`src/pkg/ramp_seq_pkg.sv`:
```
// Constants and carrier types for the output ramp sequencer.
// Assumes a 125 MHz system clock and a shared timing clock sampled as a plain input.
package ramp_seq_pkg;
	localparam int CLK_MHZ = 125;
	// Step interval of the rise ramp, in microseconds
	localparam int STEP_US = 100;
	// Soft start is skipped below this rise time, in microseconds
	localparam int MIN_RISE_US = 250;
	// Longest rise time allowed, in microseconds
	localparam int MAX_RISE_US = 1300000;
	// Power-good glitch filter, in microseconds
	localparam int PG_FILTER_US = 100;
	// Servo step interval, in milliseconds
	localparam int SERVO_MS = 100;
	localparam int PG_FILTER_CYC = PG_FILTER_US * CLK_MHZ;
	localparam int SERVO_CYC = SERVO_MS * 1000 * CLK_MHZ;
	localparam int MIN_RISE_STEPS = (MIN_RISE_US + STEP_US - 1) / STEP_US;
	localparam int MAX_RISE_STEPS = MAX_RISE_US / STEP_US;
	// Mode configuration bit positions
	localparam int MODE_CONT_BIT = 0;
	localparam int MODE_SERVO_BIT = 6;
	localparam logic [7:0] RESP_IGNORE = 8'h00;
	localparam logic [7:0] MODE_RESET = 8'h00;

	typedef enum {ST_HOLD, ST_DELAY, ST_RISE, ST_WAIT_MAX, ST_RUN} seq_state_t;

	typedef struct packed {
		logic [15:0] turn_on_delay_setting;   // Shared-clock ticks
		logic [15:0] turn_on_rise_time;       // Units of the step interval
		logic [15:0] max_turn_on_time_limit;  // Shared-clock ticks, zero is infinite
		logic [7:0] max_turn_on_time_response;
		logic [7:0] switching_mode_config;
	} seq_cfg_t;

	typedef struct packed {
		logic init_done;
		logic input_above_on;
		logic output_above_uv;
		logic output_undervoltage_fault;
		logic output_overcurrent_fault;
		logic reverse_current;
		logic pg_raw;
	} seq_sense_t;
endpackage : ramp_seq_pkg

```
`src/core/glitch_filter.sv`:
```
// Holds a level until the input has been stable for FILTER_CYC cycles.
// Assumes the input is synchronous to clk_sys.
`timescale 1ns/100ps
module glitch_filter #(
	parameter int FILTER_CYC = 12500
) (
	// Clock and reset
	input wire logic clk_sys,
	input wire logic rstn,
	// Data
	input wire logic din,
	output logic dout
);
	logic [23:0] cnt;
	logic [23:0] next_cnt;
	logic next_dout;

	always_comb begin
		next_cnt = 24'h000000;
		next_dout = dout;
		if (din != dout) begin
			if (cnt >= 24'(FILTER_CYC - 1)) begin
				next_dout = din;
			end else begin
				next_cnt = cnt + 24'h000001;
			end
		end
	end

	always_ff @(posedge clk_sys) begin
		if (!rstn) begin
			cnt <= 24'h000000;
			dout <= 1'b0;
		end else begin
			cnt <= next_cnt;
			dout <= next_dout;
		end
	end
endmodule : glitch_filter

```
`src/core/output_ramp_sequencer.sv`:
```
// Start-up sequencer for one output channel: run line, delay, digital rise ramp, servo.
// Assumes synchronous inputs, a shared timing clock sampled on clk_sys, and an
// external DAC and ADC path whose codes appear on the ports below.
//
// Contract
// - Hold run pin low until own init done and input above on-threshold.
// - Shared run line stays low until every device is ready.
// - After run line is released, wait the turn-on delay before ramping.
// - All devices time delays from the one shared timing clock.
// - Soft start steps target from zero up to the setpoint.
// - Rise time below a quarter millisecond skips the ramp.
// - One target step every tenth millisecond; steps equal rise time over interval.
// - Force discontinuous switching throughout the rise ramp.
// - In discontinuous mode cut bottom gate on reverse current.
// - Power-good output is filtered against short glitches.
// - Servo runs only when mode bit six is set.
// - Servo moves DAC one step every 100 ms toward the ADC target.
// - Servo starts after max turn-on time, or after ramp and UV exceeded if zero.
// - Switch to programmed mode bit zero when servo may begin.
// - Ignore response: ramp done, limit reached, above UV or overcurrent clear.
// - Other response: ramp done, limit expired, no UV and no OC fault.
// - Rise time is limited to 1.3 seconds.
`timescale 1ns/100ps
module output_ramp_sequencer
	import ramp_seq_pkg::*;
#(
	parameter int DAC_W = 12,
	parameter int SERVO_CYCLES = SERVO_CYC,
	parameter int PG_CYCLES = PG_FILTER_CYC,
	// Shared-clock ticks per ramp step
	parameter int TICKS_PER_STEP = 10
) (
	// Clock and reset
	input wire logic clk_sys,
	input wire logic rstn,
	// Configuration and analog status
	input wire seq_cfg_t cfg,
	input wire seq_sense_t sense,
	input wire logic [DAC_W-1:0] setpoint,
	input wire logic [DAC_W-1:0] adc_reading,
	// Shared lines
	input wire logic share_clk,
	input wire logic output_run_pin_in,
	output logic output_run_pin_out,
	output logic output_run_pin_oe,
	// Power stage and status
	output logic [DAC_W-1:0] dac_code,
	output logic discontinuous,
	output logic bottom_gate_en,
	output logic servo_active,
	output logic power_good_pin,
	output logic ramping
);
	seq_state_t state, next_state;
	logic [15:0] tick_cnt, next_tick_cnt;
	logic [15:0] step_cnt, next_step_cnt;
	logic [15:0] steps, rise_lim;
	logic [DAC_W-1:0] next_dac_code;
	logic [26:0] servo_cnt, next_servo_cnt;
	logic share_q;
	logic tick;
	logic limit_ok;
	logic next_oe, next_disc, next_bottom, next_servo, next_ramping;
	logic pg_filt;

	// Shared clock edges time every delay and ramp step
	assign tick = share_clk && !share_q;
	// Rise time clipped to the longest allowed value
	assign rise_lim = (cfg.turn_on_rise_time > 16'(MAX_RISE_STEPS)) ?
		16'(MAX_RISE_STEPS) : cfg.turn_on_rise_time;
	assign steps = rise_lim;

	always_comb begin
		if (cfg.max_turn_on_time_response == RESP_IGNORE) begin
			limit_ok = sense.output_above_uv || !sense.output_overcurrent_fault;
		end else begin
			limit_ok = !sense.output_undervoltage_fault && !sense.output_overcurrent_fault;
		end
	end

	always_comb begin
		next_state = state;
		next_tick_cnt = tick_cnt;
		next_step_cnt = step_cnt;
		next_dac_code = dac_code;
		next_servo_cnt = servo_cnt;
		next_oe = 1'b1;
		next_disc = 1'b1;
		next_servo = 1'b0;
		next_ramping = 1'b0;
		case (state)
			ST_HOLD: begin
				next_dac_code = '0;
				next_tick_cnt = 16'h0000;
				// Own drive lets go only when this device is ready
				if (sense.init_done && sense.input_above_on) begin
					next_oe = 1'b0;
					// Others may still pull the line low
					if (output_run_pin_in) begin
						next_state = ST_DELAY;
					end
				end
			end
			ST_DELAY: begin
				next_oe = 1'b0;
				if (tick_cnt >= cfg.turn_on_delay_setting) begin
					next_tick_cnt = 16'h0000;
					next_step_cnt = 16'h0000;
					if (steps < 16'(MIN_RISE_STEPS)) begin
						next_dac_code = setpoint;
						next_state = ST_WAIT_MAX;
					end else begin
						next_state = ST_RISE;
					end
				end else if (tick) begin
					next_tick_cnt = tick_cnt + 16'h0001;
				end
			end
			ST_RISE: begin
				next_oe = 1'b0;
				next_ramping = 1'b1;
				if (tick) begin
					if (tick_cnt >= 16'(TICKS_PER_STEP - 1)) begin
						next_tick_cnt = 16'h0000;
						next_step_cnt = step_cnt + 16'h0001;
						// Linear fraction of setpoint; wide product avoids overflow
						next_dac_code = DAC_W'((32'(setpoint) * 32'(step_cnt + 16'h0001)) / 32'(steps));
						if (step_cnt + 16'h0001 >= steps) begin
							next_dac_code = setpoint;
							next_state = ST_WAIT_MAX;
						end
					end else begin
						next_tick_cnt = tick_cnt + 16'h0001;
					end
				end
			end
			ST_WAIT_MAX: begin
				next_oe = 1'b0;
				if (cfg.max_turn_on_time_limit == 16'h0000) begin
					if (sense.output_above_uv) begin
						next_state = ST_RUN;
					end
				end else if (tick_cnt >= cfg.max_turn_on_time_limit) begin
					if (limit_ok) begin
						next_state = ST_RUN;
					end
				end else if (tick) begin
					next_tick_cnt = tick_cnt + 16'h0001;
				end
				next_servo_cnt = 27'h0000000;
			end
			ST_RUN: begin
				next_oe = 1'b0;
				next_disc = !cfg.switching_mode_config[MODE_CONT_BIT];
				next_servo = cfg.switching_mode_config[MODE_SERVO_BIT];
				if (!cfg.switching_mode_config[MODE_SERVO_BIT]) begin
					next_dac_code = setpoint;
					next_servo_cnt = 27'h0000000;
				end else if (servo_cnt >= 27'(SERVO_CYCLES - 1)) begin
					next_servo_cnt = 27'h0000000;
					// One code step per interval toward the target reading
					if (adc_reading < setpoint && dac_code != '1) begin
						next_dac_code = dac_code + DAC_W'(1);
					end else if (adc_reading > setpoint && dac_code != '0) begin
						next_dac_code = dac_code - DAC_W'(1);
					end
				end else begin
					next_servo_cnt = servo_cnt + 27'h0000001;
				end
			end
			default: next_state = ST_HOLD;
		endcase
		// Losing input or init restarts the whole sequence
		if (!sense.init_done || !sense.input_above_on) begin
			next_state = ST_HOLD;
			next_oe = 1'b1;
		end
		next_bottom = !(next_disc && sense.reverse_current);
	end

	always_ff @(posedge clk_sys) begin
		if (!rstn) begin
			state <= ST_HOLD;
			tick_cnt <= 16'h0000;
			step_cnt <= 16'h0000;
			dac_code <= '0;
			servo_cnt <= 27'h0000000;
			// Starts high so a timing clock already high at release is not taken as a tick
			share_q <= 1'b1;
			// Open-drain line: only ever driven low, the enable decides
			output_run_pin_out <= 1'b0;
			output_run_pin_oe <= 1'b1;
			discontinuous <= 1'b1;
			bottom_gate_en <= 1'b0;
			servo_active <= 1'b0;
			ramping <= 1'b0;
			power_good_pin <= 1'b0;
		end else begin
			state <= next_state;
			tick_cnt <= next_tick_cnt;
			step_cnt <= next_step_cnt;
			dac_code <= next_dac_code;
			servo_cnt <= next_servo_cnt;
			share_q <= share_clk;
			output_run_pin_out <= 1'b0;
			output_run_pin_oe <= next_oe;
			discontinuous <= next_disc;
			bottom_gate_en <= next_bottom;
			servo_active <= next_servo;
			ramping <= next_ramping;
			power_good_pin <= pg_filt;
		end
	end

	glitch_filter #(
		.FILTER_CYC(PG_CYCLES)
	) u_pg_filter (
		.clk_sys(clk_sys),
		.rstn(rstn),
		.din(sense.pg_raw),
		.dout(pg_filt)
	);
endmodule : output_ramp_sequencer

```
`config.mk`:
```
export PLATFORM = sky130hd
export DESIGN_NAME = output_ramp_sequencer
export DESIGN_NICKNAME = d
export VERILOG_FILES = /design/src/pkg/ramp_seq_pkg.sv /design/src/core/glitch_filter.sv /design/src/core/output_ramp_sequencer.sv
export SDC_FILE = /design/constraint.sdc
export NUM_CORES = 2
export LEC_CHECK = 0
export ABC_AREA = 1
export BUFFER_PORTS_ARGS = -buffer_cell sky130_fd_sc_hd__buf_2
export CAP_MARGIN = 30
export CORE_ASPECT_RATIO = 0.75
export CORE_MARGIN = 2
export CORE_UTILIZATION = 45
export DETAILED_ROUTE_END_ITERATION = 10
export PLACE_DENSITY = 0.65
export REMOVE_ABC_BUFFERS = 1
export SETUP_SLACK_MARGIN = 0.05
export SLEW_MARGIN = 30
export SYNTH_ARGS = -nofsm -noshare
export SYNTH_HDL_FRONTEND = slang
export SYNTH_SLANG_ARGS = --single-unit
```
`constraint.sdc`:
```
create_clock -name clk_sys -period 118.3 [get_ports clk_sys]
set_input_delay 5.915 -clock clk_sys [delete_from_list [all_inputs] [get_ports clk_sys]]
set_output_delay 5.915 -clock clk_sys [all_outputs]
set_load 0.02 [all_outputs]
```
==> summary.md <==
| Metric | Value |
|---|---|
| Drt via density | `between 5 and 6` |
| Clk pin slew, worst setup/hold paths | `80 ps` |
| Endpoint of the worst register-to-register path | `dac_code[0]` |
| Met3 usage | `2.78%` |
| Main flop type after synthesis | `dfxtp_1` |
| Global-route wire length before repair | `167 mm` |
| Setup TNS | `0 ps` |
| Core ar. | `just over 80000 µm²` |
| DRT Pass-1 Iters | `7` |
| Global-route usage over all layers | `between 20% and 30%` |
| Worst Reg2Reg Path Length in Cells | `633` |
| Sequential share of the synthesized area | `around 5.6%` |
| Global Route met1 Usage | `approximately a third` |
| Antenna violations before repair | `2` |
| I/O Buffers | `110` |
| DP HPWL | `~83 mm` |
| Clock Latency Late Sink | `370 ps` |
| Hold Crit Start | `servo_cnt[26]` |
| Post-synthesis register bit count | `about 110` |
| Maximum number of pins on one net before global-route repair | `between 50 and 60` |
| Area contributors post-synth | `ha_1, nand2_1, inv_1` |
| Commonest non-fill, non-tap cells in the layout | `nand2_1, inv_1, ha_1` |
| Die W | `~340 µm` |
| Crit share post-route | `90.7%` |
| HP Class | `flip-flop to flip-flop` |
| Vias in the first global route | `approximately 33000` |
| Post-Syn Area | `around 38000 µm²` |
| R2R Setup Slk | `14410 ps` |
| # DRC | `0` |
| RSZ-0062 raised after global routing | `false` |
| Clk root buf | `clkbuf_16` |
| Tightest Pin Transition | `985 ps` |
| Yosys Warn Count | `0` |
| DIE HEIGHT | `254 µm` |
| Worst clock skew | `roughly 10 ps` |
| Final layout net count | `around 6600` |
| GP Congestion | `0.898` |
| Slew Limit Fails | `0` |
| Final Util | `~48%` |
| Busiest grt layer | `met2` |
| Most numerous cell on the critical path | `nand2_1` |
| # setup viols final | `0` |
| Synth cell types | `just over 90` |
| Max-cap viol count | `0` |
| Initial detailed-routing violation count | `~2600` |
| Ys async rst share | `0%` |
| Mapped Avg Cell Area | `about 6.5 µm²` |
| Slew HR | `between 30 and 40%` |
| CP max stage delay | `about 550 ps` |
| Layout cells sized above 1 | `10.6%` |
| Area Overhead vs Synth | `5.35%` |
| Initial core utilization | `a little under half` |
| CTS tree | `yes` |
| Hold_buf cts | `0` |
| Worst path required time | `between 100000 and 150000 ps` |
| Final Hold Fails | `0` |
| Max Fclk | `9.32 MHz` |
| Nature of the critical path endpoint | `flip-flop` |
| Site Rows | `91` |
| Area of the die | `~86000 µm²` |
| Worst-path maximum fanout | `30` |
| Post-layout min period | `107280 ps` |
| Crit path launch type | `input port` |
| Mapped Cells | `~5800` |
| Hold EP | `servo_cnt[26]` |
| Critical path class | `input port to flip-flop` |
| IO Count | `between 100 and 150` |
| CTS H-tree depth | `3` |
| Wire per inst | `between 10 and 15 µm` |
| Outcome | `complete, no violations` |
| Overflow after GRT | `0` |
| Final WL | `around 100 mm` |
| Share of the synthesized area in the top cell type | `around 18%` |
| Critical path arrival | `between 100000 and 150000 ps` |
| Most common cell after layout, fill and taps aside | `nand2_1` |
| CP max stage cell | `fa_1` |
| Cell taking the most area after synthesis | `ha_1` |
| Worst Hold Depth | `2` |
| CTS sink cnt | `about 110` |
| Worst r2r src | `step_cnt[0]` |
| Placed cell count | `around 7000` |
| Post-synth EDFFs | `0` |
| Routed Antenna Nets | `0` |
| CTS buffer count | `9` |
| Cell Count, Final, Fillers Out | `approximately 7000` |
| Clock Path Buffers | `2` |
| Met2 usage | `between 30% and 40%` |
| Via Count | `between 30000 and 40000` |
through the flow:
step                cell area (µm²)  hold WS [ps]  worst slack (ps)
detailed placement            39200           429             10070
global route                  39700           465               141
global placement              39200           429             11230
floorplan                     37100           418             28860
finish                        39700           440             11020
CTS                           39600           443             10090
critical path: cells and delay by family:
family / cells / cell delay (ps)
and+or+nand+nor: 246 / 30560
AOI/OAI and AO/OA: 235 / 44880
buffers and inverters: 108 / 12610
adders and majority gates: 36 / 12760
xor gates and xnor gates: 1 / 320
what timing repair did:
item                       4_1_cts  5_1_grt
resized for setup                0        5
buffers inserted                 0        4
hold endpoints to repair         0        0
setup endpoints to repair        0        1
how the worst max path moves through the flow:
stage / end / start / cells after the start
after floorplan: dac_code[0] / setpoint[11] / 616
after global placement: dac_code[0] / setpoint[11] / 620
after detailed placement: dac_code[0] / setpoint[10] / 620
after CTS: dac_code[0] / setpoint[10] / 620
after global routing: dac_code[0] / setpoint[11] / 627
final: dac_code[0] / setpoint[10] / 626
sequential cells by signal, indices dropped and copies added (netlist names), 3 cells and up:
register / flops
u_pg_filter.cnt: 24
step_cnt: 16
servo_cnt: 27
state: 3
tick_cnt: 16
dac_code: 12
synthesized netlist by cell type (10+ instances only):
library cell / instances
xor2_1: 227
nand3_4: 16
nand3_1: 217
a211oi_1: 13
nor4_1: 25
xnor2_1: 125
nor2_2: 41
clkinv_1: 22
fa_1: 151
nand3b_1: 21
nor2_1: 399
o21a_1: 16
o2111ai_1: 13
a21o_1: 50
a21oi_2: 14
nor3_1: 56
inv_2: 41
dfxtp_1: 106
a21boi_0: 10
o21ai_1: 35
o21ai_0: 358
clkbuf_1: 73
o31ai_1: 23
o21bai_1: 32
buf_6: 14
ha_1: 535
nand4_1: 90
nand2_4: 47
a22oi_1: 15
nand2_2: 96
or2_2: 33
nor2_4: 24
a21oi_1: 342
nand2_1: 1328
o221ai_1: 20
a31oi_1: 20
nand3_2: 66
inv_1: 887
o211ai_1: 16
layer usage:
| layer | vias to the layer above | part of all wire (%) | wire length [µm] |
|---|---|---|---|
| li1 | 19000 | - | - |
| met2 | 824 | 42 | 41800 |
| met5 | - | 0.0070 | 7 |
| met1 | 16300 | 51 | 51700 |
| met3 | 66 | 5.9 | 5970 |
| met4 | 2 | 1.1 | 1060 |
layout make-up:
| type | count | area (µm²) |
|---|---|---|
| inverters | 965 | 3680 |
| clock inverters | 7 | 93.8 |
| well taps | 1116 | 1400 |
| flip-flops and latches | 106 | 2120 |
| clock buffers | 9 | 225 |
| repair buffers | 134 | 743 |
| diodes | 1 | 2.50 |
| repair inverters | 1 | 5.00 |
| fillers | 8448 | 42900 |
| multi-input cells | 4643 | 31400 |
cell families (layout without fill, tap and decap cells):
kind of cell	after synthesis	in the layout	synth area share (%)
AO/OA/AOI/OAI	1040	1040	16.5
AND/OR/NAND/NOR	2511	2513	32.2
flip-flops	106	106	5.64
adder cells (fa/ha/maj)	686	686	25.8
multiplexers	1	1	0.0266
buffers and inverters	1077	1116	11.7
other	2	52	0.0200
XOR/XNOR	352	352	8.19
Power is left out: the tool's default activity adds up to more than one toggle a clock period on the data nets, which glitch-free logic cannot reach.
